===== config.mk =====
export PLATFORM = sky130hd
export DESIGN_NAME = acs_seq
export DESIGN_NICKNAME = d
export VERILOG_FILES = /design/src/acs_pkg.sv /design/src/acs_decim.sv /design/src/acs_seq.sv
export VERILOG_INCLUDE_DIRS = /design/src
export SDC_FILE = /design/constraint.sdc
export NUM_CORES = 1
export LEC_CHECK = 0
export BUFFER_PORTS_ARGS = -buffer_cell sky130_fd_sc_hd__buf_2
export CORE_UTILIZATION = 25
export DETAILED_ROUTE_END_ITERATION = 16
export MAX_ROUTING_LAYER = met4
export PLACE_DENSITY_LB_ADDON = 0.15
export SLEW_MARGIN = 0
export SYNTH_ARGS = -nofsm -noshare
export SYNTH_HDL_FRONTEND = slang
export SYNTH_SLANG_ARGS = --single-unit

===== constraint.sdc =====
create_clock -name MCLK_I -period 188 [get_ports MCLK_I]
set_input_delay 37.6 -clock MCLK_I [delete_from_list [all_inputs] [get_ports MCLK_I]]
set_output_delay 37.6 -clock MCLK_I [all_outputs]
set_load 0.02 [all_outputs]

===== src/acs_map.svh =====
// Constants for the conversion sequencer: mux codes, rate codes, timing counts.
// Assumes a 100 MHz system clock standing in for the internal oscillator domain.
`ifndef ACS_MAP_SVH
`define ACS_MAP_SVH

`define ACS_CLK_PERIOD_NS      10
`define ACS_OSC_PERIOD_NS      1000
`define ACS_OSC_DIV_CYC        (`ACS_OSC_PERIOD_NS / `ACS_CLK_PERIOD_NS)
`define ACS_MOD_DIV            4
`define ACS_MOD_PHASES         4
`define ACS_CODE_W             12
`define ACS_SEL_W              3
`define ACS_RATE_W             3
`define ACS_NUM_RATES          7
`define ACS_MOD_HZ             250000

`define ACS_SEL_D01            3'h0
`define ACS_SEL_D03            3'h1
`define ACS_SEL_D13            3'h2
`define ACS_SEL_D23            3'h3
`define ACS_SEL_S0             3'h4
`define ACS_SEL_S1             3'h5
`define ACS_SEL_S2             3'h6
`define ACS_SEL_S3             3'h7

`define ACS_SEL_RST            3'h0
`define ACS_RATE_RST           3'h4

`define ACS_SPS_0              128
`define ACS_SPS_1              250
`define ACS_SPS_2              490
`define ACS_SPS_3              920
`define ACS_SPS_4              1600
`define ACS_SPS_5              2400
`define ACS_SPS_6              3300

`define ACS_RESULT_RST         12'h000

`endif


===== src/acs_pkg.sv =====
// Types for the conversion sequencer.
// Assumes acs_map.svh for all numeric constants.
`include "acs_map.svh"
package acs_pkg;

  typedef enum logic [1:0] {
    ST_IDLE,
    ST_CONV,
    ST_DONE
  } acs_state_t;

  typedef struct packed {
    logic [3:0] pos_sel;
    logic [3:0] neg_sel;
    logic       neg_gnd;
  } acs_route_t;

  typedef struct packed {
    logic sample;
    logic discharge;
  } acs_sw_t;

endpackage : acs_pkg


===== src/acs_decim.sv =====
// Decimation filter: counts ones of the modulator bitstream over one conversion.
// Assumes mod_valid_i strobes once per modulator cycle, start_i opens a window.
`timescale 1ns/1ns
`include "acs_map.svh"
module acs_decim #(
  parameter int CODE_W = `ACS_CODE_W,
  parameter int CNT_W  = 16
) (
  input  wire logic              clk_i,
  input  wire logic              rst_n_i,
  input  wire logic              start_i,
  input  wire logic              finish_i,
  input  wire logic              mod_valid_i,
  input  wire logic              mod_bit_i,
  input  wire logic [CNT_W-1:0]  len_i,
  output logic      [CODE_W-1:0] code_o
);
  typedef struct packed {
    logic [CNT_W-1:0]  ones;
    logic [CODE_W-1:0] code;
  } acs_decim_st_t;

  acs_decim_st_t s_q;
  acs_decim_st_t s_d;
  logic [CNT_W+CODE_W-1:0] scaled;
  logic [CNT_W+CODE_W-1:0] signed_code;

  initial begin
    if (CNT_W < 8 || CODE_W < 2) begin
      $error("acs_decim: width too small");
    end
  end

  always_comb begin
    s_d = s_q;
    // Ones density scaled to code range, then offset to two's complement
    scaled      = ({{CODE_W{1'b0}}, s_q.ones} << CODE_W) / {{CODE_W{1'b0}}, len_i};
    signed_code = scaled - ({{(CNT_W+CODE_W-1){1'b0}}, 1'b1} << (CODE_W - 1));
    if (start_i) begin
      s_d.ones = '0;
    end else if (mod_valid_i && mod_bit_i) begin
      s_d.ones = s_q.ones + {{(CNT_W-1){1'b0}}, 1'b1};
    end
    if (finish_i) begin
      s_d.code = (scaled >= ({{(CNT_W+CODE_W-1){1'b0}}, 1'b1} << CODE_W)) ?
                 {1'b0, {(CODE_W-1){1'b1}}} : signed_code[CODE_W-1:0];
    end
  end

  always_ff @(posedge clk_i) begin
    if (!rst_n_i) begin
      s_q <= '0;
    end else begin
      s_q <= s_d;
    end
  end

  assign code_o = s_q.code;
endmodule : acs_decim


===== src/acs_seq.sv =====
// Conversion sequencer top: mode control, input routing, modulator phasing, result.
// Assumes the modulator bit is a pin input; mode and config come from the
// serial-bus register logic on the same clock.
`timescale 1ns/1ns
`include "acs_map.svh"
module acs_seq #(
  parameter bit HAS_MUX = 1'b1,
  parameter int CNT_W   = 16
) (
  input  wire logic                      MCLK_I,
  input  wire logic                      RSTN_I,
  input  wire logic                      CONT_MODE_I,
  input  wire logic                      START_REQ_I,
  input  wire logic [`ACS_SEL_W-1:0]     INPUT_SELECT_FIELD_I,
  input  wire logic [`ACS_RATE_W-1:0]    RATE_SELECT_FIELD_I,
  input  wire logic                      MOD_BIT_I,
  output logic      [`ACS_CODE_W-1:0]    RESULT_O,
  output logic                           RESULT_VALID_O,
  output logic                           BUSY_O,
  output logic                           POWER_DOWN_O,
  output logic                           MOD_CLK_O,
  output logic                           SAMPLING_SWITCH_O,
  output logic                           DISCHARGE_SWITCH_O,
  output logic      [3:0]                POS_CONVERTER_INPUT_O,
  output logic      [3:0]                NEG_CONVERTER_INPUT_O,
  output logic                           NEG_GND_SWITCH_O
);
  localparam int OSC_W = 8;
  localparam int NR    = `ACS_NUM_RATES;

  typedef struct packed {
    acs_pkg::acs_state_t       state;
    logic [OSC_W-1:0]          osc_cnt;
    logic [1:0]                mod_ph;
    logic [CNT_W-1:0]          mod_cnt;
    logic [CNT_W-1:0]          conv_len;
    logic [`ACS_CODE_W-1:0]    result;
    logic                      res_valid;
    logic                      done_pls;
    acs_pkg::acs_route_t       route;
    acs_pkg::acs_sw_t          sw;
    logic                      mod_clk;
    logic                      bit_s1;
    logic                      bit_s2;
    logic                      busy;
    logic                      pdown;
  } acs_seq_st_t;

  acs_seq_st_t s_q;
  acs_seq_st_t s_d;

  logic                   osc_tick;
  logic                   mod_tick;
  logic                   conv_start;
  logic                   conv_end;
  logic [CNT_W-1:0]       rate_len;
  logic [`ACS_CODE_W-1:0] dec_code;
  logic [CNT_W-1:0]       len_tab [NR];
  acs_pkg::acs_route_t    route_sel;

  // Modulator cycles per conversion for each rate code
  genvar gi;
  generate
    for (gi = 0; gi < NR; gi++) begin : g_rate
      localparam int SPS = (gi == 0) ? `ACS_SPS_0 : (gi == 1) ? `ACS_SPS_1 :
                           (gi == 2) ? `ACS_SPS_2 : (gi == 3) ? `ACS_SPS_3 :
                           (gi == 4) ? `ACS_SPS_4 : (gi == 5) ? `ACS_SPS_5 : `ACS_SPS_6;
      assign len_tab[gi] = CNT_W'(`ACS_MOD_HZ / SPS);
    end
  endgenerate

  initial begin
    if (CNT_W < 12 || (`ACS_MOD_HZ / `ACS_SPS_0) >= (1 << CNT_W)) begin
      $error("acs_seq: CNT_W cannot hold the longest conversion");
    end
  end

  always_comb begin
    // Code 7 is unused by the seven rates; it falls back to the fastest
    if (RATE_SELECT_FIELD_I == 3'h7) begin
      rate_len = len_tab[NR-1];
    end else begin
      rate_len = len_tab[RATE_SELECT_FIELD_I];
    end
  end

  always_comb begin
    route_sel.pos_sel = 4'h1;
    route_sel.neg_sel = 4'h2;
    route_sel.neg_gnd = 1'b0;
    if (HAS_MUX) begin
      case (INPUT_SELECT_FIELD_I)
        `ACS_SEL_D01: begin
          route_sel.pos_sel = 4'h1;
          route_sel.neg_sel = 4'h2;
        end
        `ACS_SEL_D03: begin
          route_sel.pos_sel = 4'h1;
          route_sel.neg_sel = 4'h8;
        end
        `ACS_SEL_D13: begin
          route_sel.pos_sel = 4'h2;
          route_sel.neg_sel = 4'h8;
        end
        `ACS_SEL_D23: begin
          route_sel.pos_sel = 4'h4;
          route_sel.neg_sel = 4'h8;
        end
        `ACS_SEL_S0, `ACS_SEL_S1, `ACS_SEL_S2, `ACS_SEL_S3: begin
          route_sel.pos_sel = 4'h1 << INPUT_SELECT_FIELD_I[1:0];
          route_sel.neg_sel = 4'h0;
          route_sel.neg_gnd = 1'b1;
        end
        default: begin
          route_sel.pos_sel = 4'h1;
          route_sel.neg_sel = 4'h2;
        end
      endcase
    end
  end

  assign osc_tick   = (s_q.osc_cnt == OSC_W'(`ACS_OSC_DIV_CYC - 1));
  assign mod_tick   = osc_tick && (s_q.mod_ph == 2'(`ACS_MOD_DIV - 1));
  assign conv_end   = (s_q.state == acs_pkg::ST_CONV) && mod_tick &&
                      (s_q.mod_cnt == s_q.conv_len - {{(CNT_W-1){1'b0}}, 1'b1});
  // Request accepted only from idle; a busy core ignores it
  assign conv_start = (s_q.state == acs_pkg::ST_IDLE) && START_REQ_I && !CONT_MODE_I;

  always_comb begin
    s_d          = s_q;
    s_d.bit_s1   = MOD_BIT_I;
    s_d.bit_s2   = s_q.bit_s1;
    s_d.done_pls = 1'b0;
    s_d.osc_cnt  = osc_tick ? '0 : s_q.osc_cnt + {{(OSC_W-1){1'b0}}, 1'b1};
    if (osc_tick) begin
      s_d.mod_ph = s_q.mod_ph + 2'h1;
    end
    s_d.mod_clk = (s_d.mod_ph < 2'h2);
    if (s_q.state == acs_pkg::ST_CONV) begin
      // Phase 0-1 sample, phase 2 break-before-make gap, phase 3 discharge
      s_d.sw.sample    = (s_d.mod_ph < 2'h2);
      s_d.sw.discharge = (s_d.mod_ph == 2'h3);
    end else begin
      s_d.sw = '0;
    end
    case (s_q.state)
      acs_pkg::ST_IDLE: begin
        if (conv_start || CONT_MODE_I) begin
          s_d.state    = acs_pkg::ST_CONV;
          // First tick aligns to the free-running modulator and the decimator counts its bit; it wraps the count to zero
          s_d.mod_cnt  = '1;
          s_d.conv_len = rate_len;
          s_d.route    = route_sel;
        end
      end
      acs_pkg::ST_CONV: begin
        if (mod_tick) begin
          s_d.mod_cnt = s_q.mod_cnt + {{(CNT_W-1){1'b0}}, 1'b1};
        end
        if (conv_end) begin
          s_d.state = acs_pkg::ST_DONE;
        end
      end
      acs_pkg::ST_DONE: begin
        s_d.result    = dec_code;
        s_d.res_valid = 1'b1;
        s_d.done_pls  = 1'b1;
        s_d.mod_cnt   = '0;
        if (CONT_MODE_I) begin
          // Next conversion restarts at once, keeping the 1/rate cadence
          s_d.state    = acs_pkg::ST_CONV;
          s_d.conv_len = rate_len;
          s_d.route    = route_sel;
        end else begin
          s_d.state = acs_pkg::ST_IDLE;
        end
      end
      default: begin
        s_d.state = acs_pkg::ST_IDLE;
      end
    endcase
    s_d.busy  = (s_d.state != acs_pkg::ST_IDLE);
    s_d.pdown = (s_d.state == acs_pkg::ST_IDLE);
  end

  always_ff @(posedge MCLK_I) begin
    if (!RSTN_I) begin
      s_q          <= '0;
      s_q.state    <= acs_pkg::ST_IDLE;
      s_q.result   <= `ACS_RESULT_RST;
      s_q.route    <= '{pos_sel: 4'h1, neg_sel: 4'h2, neg_gnd: 1'b0};
      s_q.mod_clk  <= 1'b1;
      s_q.pdown    <= 1'b1;
    end else begin
      s_q <= s_d;
    end
  end

  acs_decim #(
    .CODE_W (`ACS_CODE_W),
    .CNT_W  (CNT_W)
  ) u_decim (
    .clk_i       (MCLK_I),
    .rst_n_i     (RSTN_I),
    .start_i     (s_q.state != acs_pkg::ST_CONV),
    .finish_i    (conv_end),
    .mod_valid_i (mod_tick && (s_q.state == acs_pkg::ST_CONV)),
    .mod_bit_i   (s_q.bit_s2),
    .len_i       (s_q.conv_len),
    .code_o      (dec_code)
  );

  assign RESULT_O              = s_q.result;
  assign RESULT_VALID_O        = s_q.done_pls;
  assign BUSY_O                = s_q.busy;
  assign POWER_DOWN_O          = s_q.pdown;
  assign MOD_CLK_O             = s_q.mod_clk;
  assign SAMPLING_SWITCH_O     = s_q.sw.sample;
  assign DISCHARGE_SWITCH_O    = s_q.sw.discharge;
  assign POS_CONVERTER_INPUT_O = s_q.route.pos_sel;
  assign NEG_CONVERTER_INPUT_O = s_q.route.neg_sel;
  assign NEG_GND_SWITCH_O      = s_q.route.neg_gnd;
endmodule : acs_seq


Word level (Yosys, flattened, before mapping):

Memory sizes are Yosys's and may differ from the RTL's.
Cells that the tools add are included.

* register bits: 101
* bits in read-only memories: 128
* bits of input ports: 11
* output and inout bits: 27
* memories kept: 1

* $add $sub $neg: 6
* divide/modulo/power cells: 1
* $lt $le $gt $ge: 3
* equality and inequality tests: 18
* shifts and indexed selects: 1
* multiplexer cells: 20
* bitwise logic cells: 2
* reduce and logical (&&, ||, !) cells: 20

Memories
* (no name shown): words 8, bits a word 16, read ports 1, clocked after memory_dff 0, wr ports 0, RTL line acs_seq.sv:83 `rate_len = len_tab[RATE_SELECT_FIELD_I];`

Operators by type and width (number)
* 2-to-1 mux 16 bit: 5
* case mux 16 bit (3 select lines): 1
* case mux 8 bit (5 select lines): 1
* adder 16 x 1 -> 16 bit, second input constant: 2
* 2-to-1 mux 32 bit: 1
* case mux 16 bit (2 select lines): 1
* divider 28 x 16 -> 28 bit: 1
* >= comparator 28 x 13 -> 1 bit, second input constant: 1
* 2-to-1 mux 9 bit: 2
* case mux 9 bit (2 select lines): 1
* == test 16 bit: 1
* subtractor 16 x 1 -> 16 bit, second input constant: 1
* == test 3 bit, second input constant: 5
* 2-to-1 mux 12 bit: 1
* subtractor 12 bit, second input constant: 1
* adder 8 x 1 -> 8 bit, second input constant: 1
* == test 8 x 7 -> 1 bit, second input constant: 1
* == test 2 bit, second input constant: 3
* == test 3 x 2 -> 1 bit, second input constant: 2
* logical AND 1 bit: 6
* 2-to-1 mux 2 bit: 3
* case mux 2 bit (3 select lines): 1
* AND reduction 3 bit: 2
* >= comparator 4 bit, second input constant: 1
* other kinds (19): 26

Longest topological paths before layout:

Gate-level depths: netlist of run 1.

* word-level depth: 7
* depth in mapped cells: 377
* gate-level depth less buffers: 342

Cells and area by module:

Synthesis of run 1 repeated with hierarchy kept, for this count alone.

* cells, all modules: 3376
* area total of the unflattened synthesis: 23983.0 um^2

Modules (own cells, without submodules)
* acs_decim: times used 1, cells each 2972, area an instance 20594.8 um^2, seq. area each 560.5 um^2
* acs_seq: times used 1, cells each 404, area an instance 3388.2 um^2, seq. area each 1321.3 um^2

Worst setup path before layout of run 1:

No wires, ideal clock.

* path kind: register to register
* start point: register s_q[30] in the netlist's numbering
* end point: register u_decim.s_q, in the netlist u_decim.code_o[0]
* arrival: 67.959 ns
* setup slack: 119.901 ns
* stages on the path, launching flop included: 362
* path buffers: 37
* path through: dfxtp_1 -> clkbuf_1 -> clkinv_1 -> clkbuf_1 -> ha_1 -> o21ba_2 -> a21oi_1 -> a31oi_1 -> ha_1 -> or3_1 -> a311oi_1 -> a211oi_2 -> ha_1 -> a21oi_1 -> o21ai_0 -> nand3_1 -> mux2i_1 -> inv_1 -> (+326 left out) -> nand3b_1 -> o22ai_1 -> o211ai_1 -> nor4_1 -> nor4b_2 -> buf_4 -> mux2i_1 -> o21ai_1 -> ha_1 -> a21o_1 -> a21oi_1 -> o21ai_0 -> nor4_1 -> nor2_1 -> nor2_1 -> nand3_1 -> nor4_1 -> a41oi_1

* word-level cells in the longest chain between the ends: 3

RTL lines
* start, declared: RTL line acs_seq.sv:49 `acs_seq_st_t s_q;`
* divider 28 x 16 -> 28 bit or subtractor 16 x 1 -> 16 bit (tied branches): RTL line acs_decim.sv:37, acs_seq.sv:125
* >= comparator 28 x 13 -> 1 bit, or another cell as far along: RTL line acs_decim.sv:45 `s_d.code = (scaled >= ({{(CNT_W+CODE_W-1){1'b0}}, 1'b1} << CODE_W)) ?`
* 2-to-1 mux 12 bit or logical AND 1 bit (tied branches): RTL line acs_decim.sv:45, acs_seq.sv:124
* end signal, assigned: RTL line acs_decim.sv:52 `s_q <= '0;`
* end signal, assigned: RTL line acs_decim.sv:54 `s_q <= s_d;`
* end, declared: RTL line acs_decim.sv:23 `acs_decim_st_t s_q;`

Parallel ways exist; a longest one is shown, timed or not.
A chain may end at the register's enable or synchronous reset.

Worst setup path after layout of run 1:

* start point: register s_q[36] in the netlist's numbering
* end point: register u_decim.s_q, in the netlist u_decim.code_o[0]

The elaborated chain is that of the path after synthesis.

==> key figures, run 1 <==
Run status
  • Outcome: completed

Clock tree
  • Root Buffer: clkbuf_16
  • Clock-pin slew on the worst setup and hold paths: ~0.070 ns
  • CTS max path bufs: 2
  • Total CTS buffers: 9
  • Worst skew pair latency: 0.35 ns
  • Post-CTS sizing: 0
  • Postcts setup bufs: 0
  • TritonCTS clock tree: built
  • TritonCTS Sinks: 94
  • Level count of the clock H-tree: 3
  • Post-CTS Hold Fix Bufs: 0

Routing
  • Post-DR wirelength/cell: 18.1 µm
  • Antenna viol nets, final: 0
  • # DRC: 0
  • DR vias/cell: 5.39
  • Via Count: 23358
  • 1st-pass router iterations: 6
  • DR iter-0 viols: 1506
  • Detailed Route WL: approximately 78 mm

Yosys
  • Synthesized cell area: 0.0226 mm²
  • Largest cells by area after synthesis: ha_1, dfxtp_1, a21oi_1
  • Yosys top cell by area: ha_1
  • Synth Instances: ~3200
  • Syn avg cell area: 7.05 µm²
  • Asr flop ratio synth: 0
  • Yosys warns: 0
  • Share of the synthesized area in the top cell type: 0.140
  • Most common flop cell mapped by yosys: dfxtp_1
  • Count leader, synth: nor2_1
  • Top cells by count, synth: nor2_1, a21oi_1, nand2_1
  • Post-synth EDFFs: 0
  • Synthesis-stage register bit count: 94
  • Seq/Total Area, Yosys: 0.0832
  • Distinct cells, synth: 130

Worst setup path
  • CP max-delay cell: a2111oi_0
  • Crit Path Max Fanout: 35
  • Arrival time of the worst setup path: approximately 76 ns
  • CP required: 188.23 ns
  • Max stage delay on crit path: 0.76 ns
  • CP Class: reg -> reg
  • Flop2flop setup slack: between 100 and 150 ns
  • CP Launch Type: register
  • CP endpoint kind: register

Die
  • Core box area: 0.0889 mm²
  • Row cnt: 109
  • Initial core utilization: 0.254
  • Die W: about 300 µm
  • Die Height: 303 µm
  • Die Footprint: just over 0.09 mm²
  • Top Ports: 38

Placement
  • GP Congestion: 0.878
  • Port buffer count: 35
  • Post-detail-place hpwl: 61.3 mm

Global routing
  • Largest net degree at the start of global routing: 68
  • GRT overflow: 0
  • Antenna violations before repair: 0
  • GR Util All Layers: 0.172
  • Vias in the first global route: 21796
  • First-pass GRT wire length: 123 mm

STA
  • Skew final: roughly 0.011 ns
  • Fin crit share: 0.402
  • Final setup fails: 0
  • FMAX: 13.2 MHz
  • Slew headroom: 0.231
  • Crit path time final: 75.52 ns
  • RSZ-0062 raised after global routing: no
  • Final number of max-transition violations: 0
  • Setup Total Neg Slack: 0 ns
  • Slew @ Worst Pin: 1.12 ns
  • Fin. Hold Viols: 0

Finish
  • Reg area: 0.00188 mm²
  • Final nets: 3426
  • Area of the multi-input gates: 0.0197 mm²
  • Filler instances: 9869
  • Ant. Diodes: 0
  • Share of cells above drive strength 1: 0.0796
  • P&R area growth vs syn: 7.08%

Hold path
  • Worst hold path type: reg -> reg

Run
  • Max-cap viol count: 0
==> metal layers <==
layer	wire length [µm]	part of all wire	track usage
met1	40300	0.51	0.244
met2	34800	0.44	0.270
met3	2530	0.032	0.0122
met4	716	0.0091	0.0221
met5	0	0	-
==> registers in the layout, summed over array words and instances, names as in the netlist <==
register	flops
s_q	40
u_decim.s_q	16
RESULT_O	12
u_decim.code_o	12
POS_CONVERTER_INPUT_O	4
NEG_CONVERTER_INPUT_O	2
BUSY_O	1
DISCHARGE_SWITCH_O	1
MOD_CLK_O	1
NEG_GND_SWITCH_O	1
POWER_DOWN_O	1
RESULT_VALID_O	1
SAMPLING_SWITCH_O	1
s_d	1
==> final cells by class <==
type / instances / area share
flip-flops and latches: 94 / 0.0777
inverters: 118 / 0.0183
clock buffers: 11 / 0.0100
multi-input cells: 2868 / 0.814
repair buffers: 70 / 0.0181
well taps: 1165 / 0.0602
clock inverters: 5 / 0.00176
==> per-stage QoR <==
stage               hold slack (ns)  utilization  area, µm²  std cells  setup slack [ns]
floorplan                     0.412            -      22600       3208            119.90
global placement              0.447        0.269      23900       4315            114.32
detailed placement            0.455        0.269      23900       4315            113.07
CTS                           0.470        0.272      24200       4331            112.87
global route                  0.489        0.272      24200       4331            105.23
finish                        0.465        0.272      24200       4331            112.48
==> cell usage in the layout (no fill, tap or decap), types with 19 or more instances in the layout <==
cell	Yosys	final
a211oi_1	22	22
a21boi_0	22	22
a21o_1	114	114
a21oi_1	265	265
a31oi_1	28	28
and2_1	46	46
and3_1	44	44
buf_2	16	35
buf_4	24	35
dfxtp_1	94	94
ha_1	253	253
inv_1	117	116
mux2_2	45	45
mux2i_1	25	25
nand2_1	264	264
nand2b_1	76	76
nand3_1	134	134
nand4_1	50	50
nor2_1	276	275
nor2b_1	37	37
nor3_1	114	113
nor4_1	25	24
o211ai_1	48	48
o21a_1	84	84
o21ai_0	215	215
o21ai_1	27	27
o21bai_1	20	20
o31ai_1	48	48
or2_2	19	19
or3_1	51	51
xnor2_1	111	111
xor2_1	79	79
==> worst paths after layout <==
path	end	start	cells after the start
setup / recovery	u_decim.code_o[0]	s_q[36]	337
hold / removal	RESULT_O[5]	u_decim.code_o[5]	2
setup reg to reg	u_decim.code_o[0]	s_q[36]	337
hold reg to reg	RESULT_O[5]	u_decim.code_o[5]	2
==> worst max-delay path: cells and delay by family (launching register included) <==
| kind | cells | cell delay [ns] |
|---|---|---|
| flip-flops | 1 | 0.39 |
| adder cells (fa/ha/maj) | 28 | 8.62 |
| AO/OA/AOI/OAI | 194 | 40.23 |
| buffers and inverters | 12 | 2.24 |
| AND/OR/NAND/NOR | 96 | 21.07 |
| multiplexers | 7 | 2.66 |
==> kinds of logic (layout without fill, tap and decap cells) <==
family	Yosys count	count (layout)	synth area share
AO/OA/AOI/OAI	1118	1118	0.340
XOR/XNOR	193	193	0.0763
adder cells (fa/ha/maj)	254	254	0.141
buffers and inverters	246	204	0.0464
flip-flops	94	94	0.0832
multiplexers	70	70	0.0335
other	1	2	0.000166
AND/OR/NAND/NOR	1231	1231	0.280
Power of run 1 is left out: the tool's default activity adds up to more than one toggle a clock period on the data nets, which glitch-free logic cannot reach.
==> inputs of run 2 (changes only) <==
Settings changed: ABC_AREA set to 1.
Clock period 188 ns to 68.4 ns, I/O delays scaled along.
==> key figures, run 2 <==
Run status
  • Outcome: completed

Yosys
  • Synthesized cell area: 0.0241 mm²
  • Share of the synthesized area in the top cell type: 0.134
  • Post-synthesis compound-gate area fraction: 0.163
  • Most common flop cell mapped by yosys: dfxtp_1
  • Adder-cell share of the synthesized area: 0.132
  • Synth Instances: 3858
  • Post-synth EDFFs: 0
  • Top cells by count, synth: nand2_1, inv_1, nor2_1
  • Largest family of logic cells by synthesized area: simple AND/OR/NAND/NOR gates
  • Asr flop ratio synth: 0
  • Seq/Total Area, Yosys: 0.0782
  • Synthesis-stage register bit count: 94
  • Yosys warns: 0
  • Post-Synth Simple-Gate Area: 0.428
  • Synth Area in XOR/XNOR: 0.0788
  • Largest cells by area after synthesis: nand2_1, ha_1, dfxtp_1
  • Count leader, synth: nand2_1
  • Post-synthesis mux area share: 0
  • Syn avg cell area: just over 6 µm²
  • Distinct cells, synth: 89
  • Yosys top cell by area: nand2_1

Finish
  • Filler instances: 10779
  • P&R area growth vs syn: 6.20%
  • Largest register FFs: 40
  • Share of cells above drive strength 1: 0.142
  • Leading cell type in the layout, fill and taps excluded: nand2_1
  • Final nets: a little over 4000
  • Largest registers: s_q x40, u_decim.s_q x16
  • Utilization after layout: 0.269
  • Most frequent cells in the layout: nand2_1, inv_1, nor2_1, ha_1, nand3_1
  • Ant. Diodes: 0
  • Biggest register: s_q

Global routing
  • GR Util All Layers: 0.161
  • Vias in the first global route: 22551
  • Antenna violations before repair: 1
  • First-pass GRT wire length: approximately 120 mm
  • Largest net degree at the start of global routing: 42
  • GRT overflow: 0

Routing
  • Via Count: ~24000
  • DR vias/cell: 4.68
  • Detailed Route WL: approximately 78 mm
  • 1st-pass router iterations: 5
  • Post-DR wirelength/cell: 15.3 µm
  • DR iter-0 viols: 1301
  • # DRC: 0
  • Antenna viol nets, final: 0

Worst setup path
  • CP required: slightly below 70 ns
  • CP endpoint kind: register
  • CP Class: reg -> reg
  • Crit Path Max Fanout: 36
  • Top cell by count, worst path: nand2_1
  • Arrival time of the worst setup path: between 50 and 60 ns
  • FF-to-FF Start: s_q[31]
  • CP max-delay cell: o31ai_1
  • Flop2flop setup slack: 9.35 ns
  • CP Launch Type: register
  • Max stage delay on crit path: 0.52 ns
  • CP Launch Point: s_q[31]

Die
  • Die Footprint: ~0.097 mm²
  • Row cnt: ~110
  • Initial core utilization: 0.253
  • Die Height: between 300 and 400 µm
  • Top Ports: 38
  • Core box area: 0.0952 mm²
  • Die W: 312 µm

Clock tree
  • TritonCTS Sinks: 94
  • Postcts setup bufs: 0
  • Post-CTS Hold Fix Bufs: 0
  • Root Buffer: clkbuf_16
  • Total CTS buffers: 9
  • CTS max path bufs: 2
  • TritonCTS clock tree: built
  • Post-CTS sizing: 0
  • Worst skew pair latency: 0.38 ns
  • Clock-pin slew on the worst setup and hold paths: 0.08 ns
  • Level count of the clock H-tree: 3

STA
  • Setup Total Neg Slack: 0 ns
  • Final number of max-transition violations: 0
  • Slew @ Worst Pin: 0.719 ns
  • Final setup fails: 0
  • Final worst slack: ~9.4 ns
  • FMAX: 16.9 MHz
  • RSZ-0062 raised after global routing: no
  • Fin. Hold Viols: 0
  • Slew headroom: 0.519
  • Fin crit share: 0.863
  • Skew final: 0.0173 ns
  • Crit path time final: 59.05 ns

Hold path
  • Hold Crit Start: s_d[2]
  • Worst hold path type: reg -> reg

Placement
  • Place WS: slightly above 9 ns
  • Post-detail-place hpwl: 63.3 mm
  • GP Congestion: 0.855
  • Port buffer count: 35

Run
  • Max-cap viol count: 0
==> run 2: changes by cell type in the layout (fill, tap and decap cells not counted), sizes merged, moves of 67 or more <==
cell,previous run,this run
nand2,265,1025
inv,119,539
nand3,136,337
a21o,114,22
nor2,280,361
o21a,86,5
nand2b,76,0
nor3,120,51
nand4,51,118
==> run 2: cell type report <==
cell class,instances,area (µm²),area share
clock buffer,9,225,0.00881
clock inverter,7,73.8,0.00289
inverter,556,2160,0.0845
multi-input combinational,3109,19300,0.756
sequential,94,1880,0.0736
tap,1265,1580,0.0619
timing repair buffer,55,325,0.0127
==> run 2: kinds of logic (layout without fill, tap and decap cells) <==
family                   Yosys count  count (layout)
AND/OR/NAND/NOR                 1983            1983
AO/OA/AOI/OAI                    656             656
buffers and inverters            656             627
adder cells (fa/ha/maj)          254             254
XOR/XNOR                         214             214
flip-flops                        94              94
other                              1               2
==> run 2: final timing paths <==
path                            end  depth (start not counted)
setup / recovery  u_decim.code_o[0]                        362
hold / removal               s_q[2]                          2
setup reg to reg  u_decim.code_o[0]                        362
hold reg to reg              s_q[2]                          2
==> run 2: per-stage QoR <==
step           hold WS [ns]  instance area [µm²]  std cells
2_1_floorplan         0.390                24100       3859
3_3_place_gp          0.418                25300       5079
3_5_place_dp          0.410                25300       5079
4_1_cts               0.429                25600       5095
5_1_grt               0.450                25600       5095
6_report              0.424                25600       5095
==> run 2: per-layer routing <==
| layer | track usage | share of wire | wire length (µm) | vias up |
|---|---|---|---|---|
| li1 | - | - | - | 12754 |
| met1 | 0.224 | 0.52 | 40200 | 10745 |
| met2 | 0.262 | 0.45 | 35000 | 296 |
| met3 | 0.00664 | 0.021 | 1640 | 55 |
| met4 | 0.0252 | 0.013 | 981 | 0 |
| met5 | - | 0 | 0 | - |
==> run 2: critical path: cells and delay by family, from the launching register on <==
kind	cells	cell delay [ns]
AND/OR/NAND/NOR	169	22.27
AO/OA/AOI/OAI	113	20.45
adder cells (fa/ha/maj)	28	8.88
buffers and inverters	50	6.50
XOR/XNOR	2	0.34
flip-flops	1	0.33
Power of run 2 is left out for the same reason.
